`src/verilog/pace_beat_map.svh`:
```
// Register map, field positions and reset values of the pace and beat config bank
// Assumes byte addressing on APB with one 32-bit word per register
`ifndef PACE_BEAT_MAP_SVH
`define PACE_BEAT_MAP_SVH

`define PACING_CONFIG_IDX       8'h1A
`define BEAT_CONFIG_A_IDX       8'h1D
`define BEAT_CONFIG_B_IDX       8'h1E
`define ECG_CONTROL_IDX         8'h20

`define PACING_CONFIG_MASK      24'h8F70FF
`define BEAT_CONFIG_A_MASK      24'hFFBF00
`define BEAT_CONFIG_B_MASK      24'h3F3700
`define ECG_CONTROL_MASK        24'h000001

`define PACING_CONFIG_RESET     24'h000055
`define BEAT_CONFIG_A_RESET     24'h3F2300
`define BEAT_CONFIG_B_RESET     24'h202200
`define ECG_CONTROL_RESET       24'h000000

`define POLARITY_BIT            23
`define DERIV_BYPASS_BIT        19
`define PACE_GAIN_HI            18
`define PACE_GAIN_LO            16
`define MON_LBW_BIT             14
`define MON_SRC_HI              13
`define MON_SRC_LO              12
`define POS_THR_HI              7
`define POS_THR_LO              4
`define NEG_THR_HI              3
`define NEG_THR_LO              0

`define WINDOW_HI               23
`define WINDOW_LO               20
`define BGAIN_HI                19
`define BGAIN_LO                16
`define BEAT_EN_BIT             15
`define PEAK_AVG_HI             13
`define PEAK_AVG_LO             12
`define PEAK_SCALE_HI           11
`define PEAK_SCALE_LO           8

`define HOLDOFF_HI              21
`define HOLDOFF_LO              16
`define INTERVAL_AVG_HI         13
`define INTERVAL_AVG_LO         12
`define HOLDOFF_SCALE_HI        10
`define HOLDOFF_SCALE_LO        8

`define ECG_EN_BIT              0

`endif

```
`src/verilog/pace_beat_pkg.sv`:
```
// Types shared by the pace and beat config bank
// Assumes the map header supplies all numbers
package pace_beat_pkg;

    typedef logic [23:0] reg_word_t;

    typedef enum logic [1:0]
    {
        MON_OFF   = 2'b00,
        MON_FIRST = 2'b01,
        MON_GAIN  = 2'b10,
        MON_COMP  = 2'b11
    } monitor_source_e;

endpackage

```
`src/verilog/masked_config_reg.sv`:
```
// One 24-bit software register with a write mask
// Assumes write strobe is a single-cycle APB access-phase pulse
`timescale 1ns/1ps

module masked_config_reg #(
    parameter int                   WIDTH = 24,
    parameter logic [WIDTH-1:0]     MASK  = '1,
    parameter logic [WIDTH-1:0]     RESET = '0
) (
    // Clock and reset
    input  wire logic               pclk,
    input  wire logic               presetn,
    // Write port
    input  wire logic               wr_en,
    input  wire logic [WIDTH-1:0]   wr_data,
    input  wire logic [3:0]         wr_strb,
    // Stored value
    output logic      [WIDTH-1:0]   value
);

    logic [WIDTH-1:0] value_r;
    logic [WIDTH-1:0] value_nxt;
    logic [WIDTH-1:0] lane_mask;

    initial
    begin
        if (WIDTH < 1 || WIDTH > 32)
            $error("masked_config_reg width out of range");
    end

    always_comb
    begin
        for (int i = 0; i < WIDTH; i++)
            lane_mask[i] = wr_strb[i / 8];
        value_nxt = value_r;
        if (wr_en)
            // Unused bits never store, so they read back zero
            value_nxt = ((value_r & ~lane_mask) | (wr_data & lane_mask)) & MASK;
    end

    always_ff @(posedge pclk or negedge presetn)
    begin
        if (!presetn)
            value_r <= RESET & MASK;
        else
            value_r <= value_nxt;
    end

    assign value = value_r;

endmodule

```
`src/verilog/pace_beat_config_regs.sv`:
```
// Pacing channel and beat-interval detector configuration registers on APB
// Assumes an APB master on pclk; analog and detector logic sit outside
//
// The APB register port was decided locally.
`timescale 1ns/1ps
`include "pace_beat_map.svh"

module pace_beat_config_regs #(
    parameter int ADDR_W = 12
) (
    // Clock and reset
    input  wire logic               pclk,
    input  wire logic               presetn,
    // APB slave
    input  wire logic               psel,
    input  wire logic               penable,
    input  wire logic               pwrite,
    input  wire logic [ADDR_W-1:0]  paddr,
    input  wire logic [31:0]        pwdata,
    input  wire logic [3:0]         pstrb,
    output logic                    pready,
    output logic      [31:0]        prdata,
    output logic                    pslverr,
    // Pacing channel controls
    output logic                    pacing_input_polarity,
    output logic                    derivative_stage_bypass,
    output logic      [2:0]         pacing_gain_code,
    output logic                    monitor_buffer_low_bandwidth,
    output pace_beat_pkg::monitor_source_e monitor_output_source,
    output logic      [3:0]         positive_threshold_code,
    output logic      [3:0]         negative_threshold_code,
    // Beat detector controls
    output logic      [3:0]         beat_window_width,
    output logic      [3:0]         beat_detect_gain,
    output logic      [1:0]         peak_average_weight,
    output logic      [3:0]         peak_threshold_scale,
    output logic      [5:0]         min_holdoff_count,
    output logic      [1:0]         interval_average_weight,
    output logic      [2:0]         holdoff_scale_factor,
    output logic                    beat_detector_run
);

    initial
    begin
        if (ADDR_W < 8)
            $error("ADDR_W too small for register map");
    end

    ////////////////////////////////////////////////////////////////////////////
    // Bus decode

    logic [ADDR_W-1:0] pacing_addr;
    logic [ADDR_W-1:0] beat_a_addr;
    logic [ADDR_W-1:0] beat_b_addr;
    logic [ADDR_W-1:0] ecg_addr;
    logic              access;
    logic              wr_access;
    logic              hit_pacing;
    logic              hit_beat_a;
    logic              hit_beat_b;
    logic              hit_ecg;
    logic              hit_any;

    // Printed offsets are word indexes; byte address is four times that
    assign pacing_addr = ADDR_W'({`PACING_CONFIG_IDX, 2'b00});
    assign beat_a_addr = ADDR_W'({`BEAT_CONFIG_A_IDX, 2'b00});
    assign beat_b_addr = ADDR_W'({`BEAT_CONFIG_B_IDX, 2'b00});
    assign ecg_addr    = ADDR_W'({`ECG_CONTROL_IDX, 2'b00});

    // Zero-wait slave: every access phase completes at once
    assign access     = psel & penable;
    assign wr_access  = access & pwrite;
    assign hit_pacing = (paddr == pacing_addr);
    assign hit_beat_a = (paddr == beat_a_addr);
    assign hit_beat_b = (paddr == beat_b_addr);
    assign hit_ecg    = (paddr == ecg_addr);
    assign hit_any    = hit_pacing | hit_beat_a | hit_beat_b | hit_ecg;

    ////////////////////////////////////////////////////////////////////////////
    // Storage

    pace_beat_pkg::reg_word_t pacing_q;
    pace_beat_pkg::reg_word_t beat_a_q;
    pace_beat_pkg::reg_word_t beat_b_q;
    pace_beat_pkg::reg_word_t ecg_q;

    // Pacing fields; no resync is forced here, software owns that step
    masked_config_reg #(
        .WIDTH (24),
        .MASK  (`PACING_CONFIG_MASK),
        .RESET (`PACING_CONFIG_RESET)
    ) u_pacing (
        .pclk    (pclk),
        .presetn (presetn),
        .wr_en   (wr_access & hit_pacing),
        .wr_data (pwdata[23:0]),
        .wr_strb (pstrb),
        .value   (pacing_q)
    );

    masked_config_reg #(
        .WIDTH (24),
        .MASK  (`BEAT_CONFIG_A_MASK),
        .RESET (`BEAT_CONFIG_A_RESET)
    ) u_beat_a (
        .pclk    (pclk),
        .presetn (presetn),
        .wr_en   (wr_access & hit_beat_a),
        .wr_data (pwdata[23:0]),
        .wr_strb (pstrb),
        .value   (beat_a_q)
    );

    masked_config_reg #(
        .WIDTH (24),
        .MASK  (`BEAT_CONFIG_B_MASK),
        .RESET (`BEAT_CONFIG_B_RESET)
    ) u_beat_b (
        .pclk    (pclk),
        .presetn (presetn),
        .wr_en   (wr_access & hit_beat_b),
        .wr_data (pwdata[23:0]),
        .wr_strb (pstrb),
        .value   (beat_b_q)
    );

    // ECG channel enable lives here since no other block supplies it
    masked_config_reg #(
        .WIDTH (24),
        .MASK  (`ECG_CONTROL_MASK),
        .RESET (`ECG_CONTROL_RESET)
    ) u_ecg (
        .pclk    (pclk),
        .presetn (presetn),
        .wr_en   (wr_access & hit_ecg),
        .wr_data (pwdata[23:0]),
        .wr_strb (pstrb),
        .value   (ecg_q)
    );

    ////////////////////////////////////////////////////////////////////////////
    // Read path and response

    logic [31:0] prdata_r;
    logic [31:0] prdata_nxt;
    logic        pready_r;
    logic        pready_nxt;
    logic        pslverr_r;
    logic        pslverr_nxt;

    always_comb
    begin
        // Ready is registered, so it rises in the first access cycle
        pready_nxt  = psel & ~penable;
        pslverr_nxt = psel & ~penable & ~hit_any;
        prdata_nxt  = 32'h00000000;
        if (psel && !penable && !pwrite)
        begin
            unique case (1'b1)
                hit_pacing: prdata_nxt = {8'h00, pacing_q};
                hit_beat_a: prdata_nxt = {8'h00, beat_a_q};
                hit_beat_b: prdata_nxt = {8'h00, beat_b_q};
                hit_ecg:    prdata_nxt = {8'h00, ecg_q};
                default:    prdata_nxt = 32'h00000000;
            endcase
        end
    end

    always_ff @(posedge pclk or negedge presetn)
    begin
        if (!presetn)
        begin
            prdata_r  <= 32'h00000000;
            pready_r  <= 1'b0;
            pslverr_r <= 1'b0;
        end
        else
        begin
            prdata_r  <= prdata_nxt;
            pready_r  <= pready_nxt;
            pslverr_r <= pslverr_nxt;
        end
    end

    assign prdata  = prdata_r;
    assign pready  = pready_r;
    assign pslverr = pslverr_r;

    ////////////////////////////////////////////////////////////////////////////
    // Field outputs, one flop stage from the stored words
    // One flop per field, so every output leaves the block registered

    // Reset values follow the masked stored words, so fields agree with reads
    localparam pace_beat_pkg::reg_word_t PACE_RST   = `PACING_CONFIG_RESET & `PACING_CONFIG_MASK;
    localparam pace_beat_pkg::reg_word_t BEAT_A_RST = `BEAT_CONFIG_A_RESET & `BEAT_CONFIG_A_MASK;
    localparam pace_beat_pkg::reg_word_t BEAT_B_RST = `BEAT_CONFIG_B_RESET & `BEAT_CONFIG_B_MASK;

    logic                           polarity_r;
    logic                           polarity_nxt;
    logic                           bypass_r;
    logic                           bypass_nxt;
    logic [2:0]                     gain_r;
    logic [2:0]                     gain_nxt;
    logic                           low_bw_r;
    logic                           low_bw_nxt;
    pace_beat_pkg::monitor_source_e source_r;
    pace_beat_pkg::monitor_source_e source_nxt;
    logic [3:0]                     pos_thr_r;
    logic [3:0]                     pos_thr_nxt;
    logic [3:0]                     neg_thr_r;
    logic [3:0]                     neg_thr_nxt;
    logic [3:0]                     window_r;
    logic [3:0]                     window_nxt;
    logic [3:0]                     beat_gain_r;
    logic [3:0]                     beat_gain_nxt;
    logic [1:0]                     peak_avg_r;
    logic [1:0]                     peak_avg_nxt;
    logic [3:0]                     peak_scale_r;
    logic [3:0]                     peak_scale_nxt;
    logic [5:0]                     holdoff_r;
    logic [5:0]                     holdoff_nxt;
    logic [1:0]                     interval_avg_r;
    logic [1:0]                     interval_avg_nxt;
    logic [2:0]                     holdoff_scale_r;
    logic [2:0]                     holdoff_scale_nxt;
    logic                           run_r;
    logic                           run_nxt;

    always_comb
    begin
        polarity_nxt      = pacing_q[`POLARITY_BIT];
        bypass_nxt        = pacing_q[`DERIV_BYPASS_BIT];
        gain_nxt          = pacing_q[`PACE_GAIN_HI:`PACE_GAIN_LO];
        // Bandwidth only matters while the monitor is sourced
        low_bw_nxt        = pacing_q[`MON_LBW_BIT];
        source_nxt        = pace_beat_pkg::monitor_source_e'(pacing_q[`MON_SRC_HI:`MON_SRC_LO]);
        pos_thr_nxt       = pacing_q[`POS_THR_HI:`POS_THR_LO];
        neg_thr_nxt       = pacing_q[`NEG_THR_HI:`NEG_THR_LO];
        window_nxt        = beat_a_q[`WINDOW_HI:`WINDOW_LO];
        beat_gain_nxt     = beat_a_q[`BGAIN_HI:`BGAIN_LO];
        peak_avg_nxt      = beat_a_q[`PEAK_AVG_HI:`PEAK_AVG_LO];
        peak_scale_nxt    = beat_a_q[`PEAK_SCALE_HI:`PEAK_SCALE_LO];
        holdoff_nxt       = beat_b_q[`HOLDOFF_HI:`HOLDOFF_LO];
        interval_avg_nxt  = beat_b_q[`INTERVAL_AVG_HI:`INTERVAL_AVG_LO];
        holdoff_scale_nxt = beat_b_q[`HOLDOFF_SCALE_HI:`HOLDOFF_SCALE_LO];
        // Detector only runs with both enables set
        run_nxt           = beat_a_q[`BEAT_EN_BIT] & ecg_q[`ECG_EN_BIT];
    end

    always_ff @(posedge pclk or negedge presetn)
    begin
        if (!presetn)
        begin
            polarity_r      <= PACE_RST[`POLARITY_BIT];
            bypass_r        <= PACE_RST[`DERIV_BYPASS_BIT];
            gain_r          <= PACE_RST[`PACE_GAIN_HI:`PACE_GAIN_LO];
            low_bw_r        <= PACE_RST[`MON_LBW_BIT];
            source_r        <= pace_beat_pkg::monitor_source_e'(PACE_RST[`MON_SRC_HI:`MON_SRC_LO]);
            pos_thr_r       <= PACE_RST[`POS_THR_HI:`POS_THR_LO];
            neg_thr_r       <= PACE_RST[`NEG_THR_HI:`NEG_THR_LO];
            window_r        <= BEAT_A_RST[`WINDOW_HI:`WINDOW_LO];
            beat_gain_r     <= BEAT_A_RST[`BGAIN_HI:`BGAIN_LO];
            peak_avg_r      <= BEAT_A_RST[`PEAK_AVG_HI:`PEAK_AVG_LO];
            peak_scale_r    <= BEAT_A_RST[`PEAK_SCALE_HI:`PEAK_SCALE_LO];
            holdoff_r       <= BEAT_B_RST[`HOLDOFF_HI:`HOLDOFF_LO];
            interval_avg_r  <= BEAT_B_RST[`INTERVAL_AVG_HI:`INTERVAL_AVG_LO];
            holdoff_scale_r <= BEAT_B_RST[`HOLDOFF_SCALE_HI:`HOLDOFF_SCALE_LO];
            run_r           <= 1'b0;
        end
        else
        begin
            polarity_r      <= polarity_nxt;
            bypass_r        <= bypass_nxt;
            gain_r          <= gain_nxt;
            low_bw_r        <= low_bw_nxt;
            source_r        <= source_nxt;
            pos_thr_r       <= pos_thr_nxt;
            neg_thr_r       <= neg_thr_nxt;
            window_r        <= window_nxt;
            beat_gain_r     <= beat_gain_nxt;
            peak_avg_r      <= peak_avg_nxt;
            peak_scale_r    <= peak_scale_nxt;
            holdoff_r       <= holdoff_nxt;
            interval_avg_r  <= interval_avg_nxt;
            holdoff_scale_r <= holdoff_scale_nxt;
            run_r           <= run_nxt;
        end
    end

    assign pacing_input_polarity        = polarity_r;
    assign derivative_stage_bypass      = bypass_r;
    assign pacing_gain_code             = gain_r;
    assign monitor_buffer_low_bandwidth = low_bw_r;
    assign monitor_output_source        = source_r;
    assign positive_threshold_code      = pos_thr_r;
    assign negative_threshold_code      = neg_thr_r;

    assign beat_window_width       = window_r;
    assign beat_detect_gain        = beat_gain_r;
    assign peak_average_weight     = peak_avg_r;
    assign peak_threshold_scale    = peak_scale_r;
    assign min_holdoff_count       = holdoff_r;
    assign interval_average_weight = interval_avg_r;
    assign holdoff_scale_factor    = holdoff_scale_r;
    assign beat_detector_run       = run_r;

endmodule

```
`config.mk`:
```
export PLATFORM = sky130hd
export DESIGN_NAME = pace_beat_config_regs
export DESIGN_NICKNAME = d
export VERILOG_FILES = /design/src/verilog/pace_beat_pkg.sv /design/src/verilog/masked_config_reg.sv /design/src/verilog/pace_beat_config_regs.sv
export VERILOG_INCLUDE_DIRS = /design/src /design/src/verilog
export SDC_FILE = /design/constraint.sdc
export NUM_CORES = 1
export LEC_CHECK = 0
export ABC_AREA = 1
export BUFFER_PORTS_ARGS = -buffer_cell sky130_fd_sc_hd__buf_2
export CORE_UTILIZATION = 30
export DETAILED_ROUTE_END_ITERATION = 10
export PLACE_DENSITY = 0.52
export SLEW_MARGIN = 30
export SYNTH_ARGS = -nofsm -noshare
export SYNTH_HDL_FRONTEND = slang
export SYNTH_SLANG_ARGS = --single-unit
```
`constraint.sdc`:
```
create_clock -name pclk -period 0.9 [get_ports pclk]
set_input_delay 0 -clock pclk [delete_from_list [all_inputs] [get_ports pclk]]
set_output_delay 0 -clock pclk [all_outputs]
set_load 0.05 [all_outputs]
```
---- Yosys cells after proc, flatten, opt, wreduce, memory -nomap -nowiden ----
Cells that the tools add are included.
storage, ports and cells
  output and inout port bits .............. 76
  logic and storage cells ................. 56
  register bits after elaboration ......... 119
  input bits .............................. 53
operators by class
  reduce and logical (&&, ||, !) cells .... 4
  multiplexer cells ....................... 2
  eq/ne operators ......................... 4
  bitwise logic cells ..................... 24
operator list
  kind                   number
  $pmux W24 S4           1
  $and A24 B24 Y24       3
  $or A24 B24 Y24        2
  $eq A12 B7 Y1 const B  3
  $mux W32               1
  $not A24 Y24           1
  $and A22 B22 Y22       1
  $or A22 B22 Y22        1
  $eq A12 B8 Y1 const B  1
  $and A1 B1 Y1          10
  $or A1 B1 Y1           4
  $logic_and A1 B1 Y1    2
  $logic_not A1 Y1       2
  $not A1 Y1             2

---- Depth between registers and ports, before layout ----
Gate-level depths: netlist of the first run.
  depth in word-level cells ............... 6
  gate-level depth with buffers ........... 10
  depth with buffers taken out ............ 9

---- Modules after synthesis ----
Synthesis of the first run repeated with hierarchy kept, for this count alone.
unflattened totals
  cells, all modules ...................... 586
  area total of the unflattened synthesis .. 5,361.4 um^2
by module, submodules not included
  module                         seq. area each (um^2)  instances  cells an instance  area an instance (um^2)
  pace_beat_config_regs          1,721.7                1          341                3,099.2
  masked_config_reg at u_beat_a  386.6                  1          76                 767.0
  masked_config_reg at u_pacing  405.4                  1          79                 738.2
  masked_config_reg at u_beat_b  279.0                  1          61                 539.3
  masked_config_reg at u_ecg     25.0                   1          29                 217.7

---- Least setup slack after synthesis of the first run ----
Ideal clock, no wire load.
  path type ............................... input -> register
  from .................................... input paddr[2]
  to ...................................... register with a tool-made name
  stages on the path ...................... 9
  required time ........................... 0.785 ns
  buffers on the path ..................... 1
  setup time .............................. 0.115 ns
  slack ................................... -0.138 ns
  arrival ................................. 0.924 ns
  cell sequence ........................... inv_1 nand2_1 nor2_2 nand3_1 nor2_8 buf_8 nand2_2 o21ai_2 inv_2
RTL lines
  element      line                         text
  from (decl)  pace_beat_config_regs.sv:18  input wire logic [ADDR_W-1:0] paddr,

---- Worst setup path in the final report of the first run ----
  from .................................... register neg_thr_r[0] (netlist: negative_threshold_code[0])
  to ...................................... output negative_threshold_code[0]
RTL lines
  element                 line                          text
  from (decl)             pace_beat_config_regs.sv:210  logic [3:0] neg_thr_r;
  from (signal assigned)  pace_beat_config_regs.sv:260  neg_thr_r <= PACE_RST[`NEG_THR_HI:`NEG_THR_LO];
  from (signal assigned)  pace_beat_config_regs.sv:278  neg_thr_r <= neg_thr_nxt;
  to (decl)               pace_beat_config_regs.sv:31   output logic [3:0] negative_threshold_code,
No word-level cell between the ends.

==> metrics.md, run 1 <==
| Metric | Value |
|---|---|
| Status | `finished with violations` |
| Failing checks | `setup timing` |
| Setup TNS Final | `-1966 ps` |
| Max Used Layer | `met4` |
| Critical Path End Type | `primary output` |
| Post-Syn Instances | `434` |
| Share of Yosys cell area claimed by the top area cell type | `0.4516` |
| Pwr Density | `1474 mW/mm^2` |
| Fin. Hold Viols | `0` |
| Vias in the first global route | `3247` |
| Register share of total power | `0.486` |
| CTS H-tree depth | `3` |
| Max Cap Viol | `0` |
| Max Slew Vio Count | `0` |
| Width of the die | `122.8 um` |
| Critical path data required time | `900 ps` |
| Hold path start | `pstrb[2]` |
| Die Height | `122.8 um` |
| Area contributors post-synth | `dfrtp_1, dfstp_2, nand2_1` |
| Clock latency on the worst-skew pair | `350 ps` |
| Clk pwr share | `0.445` |
| Count of different cell masters after synthesis | `26` |
| Wire length on met1 | `4805 um` |
| Final worst path period need | `1038 ps` |
| Clock tree buffer depth | `2` |
| CP Class | `reg2out` |
| Clk slew on worst S/H paths | `70 ps` |
| CTS tree | `done` |
| Vias/cell | `4.258` |
| Top FF cell, synth | `dfrtp_1` |
| Global-route wire length before repair | `16850 um` |
| Final #Nets | `685` |
| Area Growth Syn to Fin | `59.73%` |
| Starting DRT DRC Count | `183` |
| Final Non-Filler Cells | `817` |
| GRT overflow | `0` |
| CP peak stage delay | `550 ps` |
| Hpwl dp | `8150 um` |
| Overall global routing resource usage | `0.1526` |
| CTS Sinks | `111` |
| Critical Path Fanout Max | `1` |
| Fmax achieved | `963.4 MHz` |
| Reg-to-reg endpoint | `prdata[20]$_DFF_PN0_` |
| Antenna Nets Post-Route | `0` |
| Cell area after synthesis | `0.004378 sq mm` |
| VDD IR max | `1.018 mV` |
| Post-DP Area | `0.005685 sq mm` |
| Worst path arrival time | `1040 ps` |
| DR WL met2 | `5900 um` |
| Int Power | `8095 uW` |
| Count of final setup violators | `21` |
| Max Clock Skew | `6.878 ps` |
| YS warnings | `0` |
| Initial Util | `0.3118` |
| Register-to-register setup slack | `0 ps` |
| Sequential share of the synthesized area | `0.6436` |
| Final period util | `1.153` |
| DRT Pass-1 Iters | `4` |
| Initial antenna violation count | `0` |
| GP Congestion | `0.7803` |
| Share of post-route cells with drive strength above 1 | `0.4615` |
| Worst setup margin | `-138.0 ps` |
| Largest net degree at the start of global routing | `40` |
| Worst hold path class | `in2reg` |
| Number of synthesized register bits | `111` |
| WL per Instance | `13.92 um` |
| Yosys top cell by area | `dfrtp_1` |
| Sw frac | `0.2145` |
| Root buffer cell | `clkbuf_16` |
| Hold Slack | `48.31 ps` |
| Leakage power figure | `0.003584 uW` |
| Worst path slowest cell | `dfstp_2` |
| DRC | `0` |
| Top-count cell post-synth | `nand2_1` |
| Combinational share of power | `0.069` |
| Pwr Total | `10310 uW` |
| Avg Inst Size Synth | `10.09 sq um` |
| Detailed Route WL | `11370 um` |
| RSZ-0062 raised after global routing | `yes` |
| Synth top cells by count | `nand2_1, dfrtp_1, inv_1` |
| Post-route cell area | `0.006993 sq mm` |
| Crit path buffers/inverters | `1` |
| Ports | `129` |
| CP delay by family, top | `flip-flops` |
| EDFF count, synth | `0` |
| DP Cell Count | `766` |
| PortBufs | `111` |
| Worst-path cell chain | `buf_8` |
| Net switching power figure | `2211 uW` |
| Total CTS buffers | `9` |
| Die area | `0.01508 sq mm` |
| Met3 WL | `466 um` |
| Cell depth of the worst flop-to-flop path | `4` |
| Diode count | `0` |
| Critical Path Source Type | `flip-flop` |
| Core area | `0.01404 sq mm` |
| Cell row count | `43` |
| Vias | `3479` |
| Worst hold stages | `4` |
| FFs w/ async S/R, synth | `1.000` |
## worst max-delay path by stage
stage / from / end / slack [ps] / cells after the start
3_5_place_dp: paddr[9] / flip-flop / -380 / 10
4_1_cts: negative_threshold_code[0]$_DFF_PN1_ / negative_threshold_code[0] / -150 / 1
2_1_floorplan: paddr[9] / flip-flop / -60 / 9
5_1_grt: negative_threshold_code[0]$_DFF_PN1_ / negative_threshold_code[0] / -170 / 1
6_report: negative_threshold_code[0]$_DFF_PN1_ / negative_threshold_code[0] / -140 / 1
3_3_place_gp: paddr[9] / flip-flop / -320 / 10
## logic make-up after synthesis
kind of cell           share of synthesized area
AOI/OAI and AO/OA                        0.03315
and+or+nand+nor                           0.2404
DFF                                       0.6436
other                                  0.0008566
buffers and inverters                    0.08202
## repair_timing
action | 4_1_cts | 5_1_grt
buffers inserted | 0 | 7
resized for setup | 146 | 39
gates cloned | 1 | 1
hold buffers | 26 | 0
setup endpoints to repair | 71 | 110
hold endpoints to repair | 126 | 0
pin swaps | 6 | 34
## worst min-delay path, delay by kind of cell
family / cells / cell delay [ps]
and+or+nand+nor: 2 / 160
buffers and inverters: 1 / 150
AOI/OAI and AO/OA: 1 / 50
## cell usage in the layout, fill, tap and decap left out, drive strengths merged, types with 8 or more instances in the layout
cell,count
dfstp,32
buf,168
nand2,129
clkbuf,10
nand3,35
conb,8
nor2,53
inv,63
o21ai,23
dfrtp,79
dlygate4sd3,26
## layout make-up
| type | count | area (sq um) |
|---|---|---|
| Clock buffer | 10 | 239.0 |
| Clock inverter | 6 | 115.1 |
| Fill cell | 1242 | 7049 |
| Inverter | 63 | 252.7 |
| Multi-Input combinational cell | 253 | 1479 |
| Sequential cell | 111 | 2818 |
| Tap cell | 180 | 225.2 |
| Timing Repair Buffer | 194 | 1864 |
## routing by layer
metal / up-vias / global-route usage
li1: 1701 / -
met1: 1682 / 0.1952
met2: 81 / 0.2525
met3: 15 / 0.03253
met4: 0 / 0.05793
met5: - / 0
## per-stage QoR
| step | utilization | worst slack, ps |
|---|---|---|
| 2_1_floorplan | - | -63.85 |
| 3_3_place_gp | 0.4049 | -315.4 |
| 4_1_cts | 0.4825 | -153.7 |
| 3_5_place_dp | 0.4049 | -378.5 |
| 6_report | 0.4980 | -138.0 |
| 5_1_grt | 0.4980 | -168.7 |
## power by group through the flow
stage	clock, uW	combinational (uW)	sequential [uW]
after floorplan	0	249	5120
after global placement	0	592	5090
after detailed placement	0	599	5090
after CTS	4700	697	5000
after global routing	4890	779	5000
final	4580	716	5010
Note: power is estimated with default switching activity, not from simulation.
==> inputs of run 2 (changes only) <==
--- a/config.mk
+++ b/config.mk
@@ -10,7 +10,7 @@
 export BUFFER_PORTS_ARGS = -buffer_cell sky130_fd_sc_hd__buf_2
 export CORE_UTILIZATION = 30
 export DETAILED_ROUTE_END_ITERATION = 10
-export PLACE_DENSITY = 0.52
+export PLACE_DENSITY = 0.5
 export SLEW_MARGIN = 30
 export SYNTH_ARGS = -nofsm -noshare
 export SYNTH_HDL_FRONTEND = slang
==> constraint.sdc (replaced) <==
create_clock -name pclk -period 1.3 [get_ports pclk]
set_input_delay 0 -clock pclk [delete_from_list [all_inputs] [get_ports pclk]]
set_output_delay 0 -clock pclk [all_outputs]
set_load 0.05 [all_outputs]
==> run 2 against run 1 <==
  * The run now ends clean
  * Non-clock buffer count decreased by 32
  * Global-route usage increased by 0.093 points
  * Critical path depth increased by 8
  * Final cell count decreased by 4.0%
  * Combinational power decreased by 43%
  * Clock-buffer cell count increased by 1
  * Sequential power decreased by 31%
  * Clock skew decreased by 1.7 ps
  * Sequential cell count unchanged
  * Final area decreased by 15%
  * Largest power group unchanged
==> metrics.md, run 2 (synthesized netlist as in run 1, its figures left out) <==
| Metric | Value |
|---|---|
| Status | `complete, no violations` |
| Post-route cell area | `0.005943 sq mm` |
| Share of post-route cells with drive strength above 1 | `0.3675` |
| CTS tree | `done` |
| PortBufs | `111` |
| Critical Path Fanout Max | `8` |
| Global-route wire length before repair | `17090 um` |
| Pwr Density | `1189 mW/mm^2` |
| Post-DP Area | `0.005281 sq mm` |
| CTS H-tree depth | `3` |
| Die Height | `122.8 um` |
| Initial Util | `0.3118` |
| Vias/cell | `4.195` |
| Post-CTS Setup Inserts | `0` |
| Overall global routing resource usage | `0.1535` |
| Vias in the first global route | `3187` |
| Final worst path period need | `1187 ps` |
| Width of the die | `122.8 um` |
| Final period util | `0.9129` |
| DRC | `0` |
| Critical Path Source Type | `input port` |
| Leakage power figure | `0.003280 uW` |
| CP Class | `in2reg` |
| CTS Sinks | `111` |
| Critical path data required time | `1540 ps` |
| Area Growth Syn to Fin | `35.75%` |
| Antenna Nets Post-Route | `0` |
| Fin. Hold Viols | `0` |
| Pwr Total | `7065 uW` |
| Vias | `3289` |
| GP Congestion | `0.7687` |
| RSZ-0062 raised after global routing | `no` |
| Total CTS buffers | `9` |
| Root buffer cell | `clkbuf_16` |
| Final #Nets | `652` |
| Starting DRT DRC Count | `147` |
| Critical Path End Type | `flip-flop` |
| Diode count | `0` |
| WL per Instance | `14.28 um` |
| Cell row count | `43` |
| Worst path arrival time | `1430 ps` |
| Clk slew on worst S/H paths | `70 ps` |
| GRT overflow | `0` |
| Largest net degree at the start of global routing | `64` |
| Detailed Route WL | `11190 um` |
| DRT Pass-1 Iters | `4` |
| Worst hold path class | `in2reg` |
| Clock tree buffer depth | `2` |
| Filler cell count | `1384` |
| Clock latency on the worst-skew pair | `350 ps` |
| Max Clock Skew | `5.153 ps` |
| Most frequent cells in the layout | `nand2_1, buf_2, dfrtp_1, inv_1, nor2_1` |
| Core area | `0.01404 sq mm` |
| Commonest non-fill, non-tap cell in the layout | `nand2_1` |
| Initial antenna violation count | `0` |
| VDD IR max | `0.6695 mV` |
| Count of final setup violators | `0` |
| Ports | `129` |
| Fmax achieved | `842.7 MHz` |
| Max Slew Vio Count | `0` |
| Die area | `0.01508 sq mm` |
| Hpwl dp | `7623 um` |
| Max Cap Viol | `0` |
run 2: changes by cell type in the layout (fill, tap and decap cells not counted), sizes merged:
cell | previous run | this run
clkinv | 2 | 0
buf | 168 | 133
nand2 | 129 | 128
dlygate4sd3 | 26 | 29
clkinvlp | 1 | 2
clkbuf | 10 | 11
run 2: layout make-up:
| type | count | area, sq um | area share |
|---|---|---|---|
| well taps | 180 | 225.2 | 0.03789 |
| flip-flops and latches | 111 | 2818 | 0.4741 |
| multi-input cells | 252 | 1250 | 0.2103 |
| clock inverters | 5 | 105.1 | 0.01768 |
| inverters | 63 | 239.0 | 0.04021 |
| clock buffers | 11 | 242.7 | 0.04084 |
| repair buffers | 162 | 1064 | 0.1789 |
run 2: path summary, 6_finish.rpt:
path / start / to / slack, ps / depth (start not counted)
min reg2reg: flip-flop / negative_threshold_code[2]$_DFF_PN1_ / 380 / 0
min: pwrite / prdata[17]$_DFF_PN0_ / 50 / 4
min in group asynchronous: presetn / prdata[2]$_DFF_PN0_ / 190 / 3
max reg2reg: flip-flop / prdata[0]$_DFF_PN0_ / 350 / 4
max: penable / flip-flop / 110 / 9
max in group asynchronous: presetn / peak_threshold_scale[1]$_DFF_PN1_ / 750 / 3
run 2: what timing repair did:
item / 4_1_cts / 5_1_grt
hold buffers: 29 / 0
hold endpoints to repair: 155 / 0
resized for setup: 0 / 3
setup endpoints to repair: 0 / 20
run 2: stage by stage:
| stage | instances | setup TNS [ps] | setup WS (ps) | hold WS (ps) | utilization |
|---|---|---|---|---|---|
| CTS | 783 | 0 | 22.29 | 31.32 | 0.4215 |
| floorplan | 441 | 0 | 261.7 | -295.6 | - |
| detailed placement | 738 | 0 | 8.427 | 22.88 | 0.3761 |
| global placement | 738 | -0.6163 | -0.6163 | 27.06 | 0.3761 |
| finish | 784 | 0 | 113.3 | 46.20 | 0.4232 |
| global route | 784 | 0 | 6.601 | 52.44 | 0.4232 |
run 2: critical path, stage by stage:
cell	delay (ps)
dlygate4sd3_1	520
buf_2	130
nand3_4	160
inv_4	150
nand2_4	100
nor2_8	160
nand2_1	70
o21ai_0	80
inv_1	60
run 2: power breakdown:
part           switching, uW  internal [uW]  leakage, uW  total (uW)
logic                    262            147      0.00169         409
clock network           1250           1940     0.000162        3190
registers               1.80           3460      0.00143        3460
total                   1520           5550      0.00328        7070
run 2: per-layer routing:
metal | wire [um] | up-vias | GRT usage | share of wire
met1 | 5340 | 1565 | 0.2120 | 0.48
li1 | - | 1625 | - | -
met4 | 160 | 0 | 0.05716 | 0.014
met3 | 608 | 11 | 0.03206 | 0.054
met5 | 0 | - | 0 | 0
met2 | 5084 | 88 | 0.2363 | 0.45
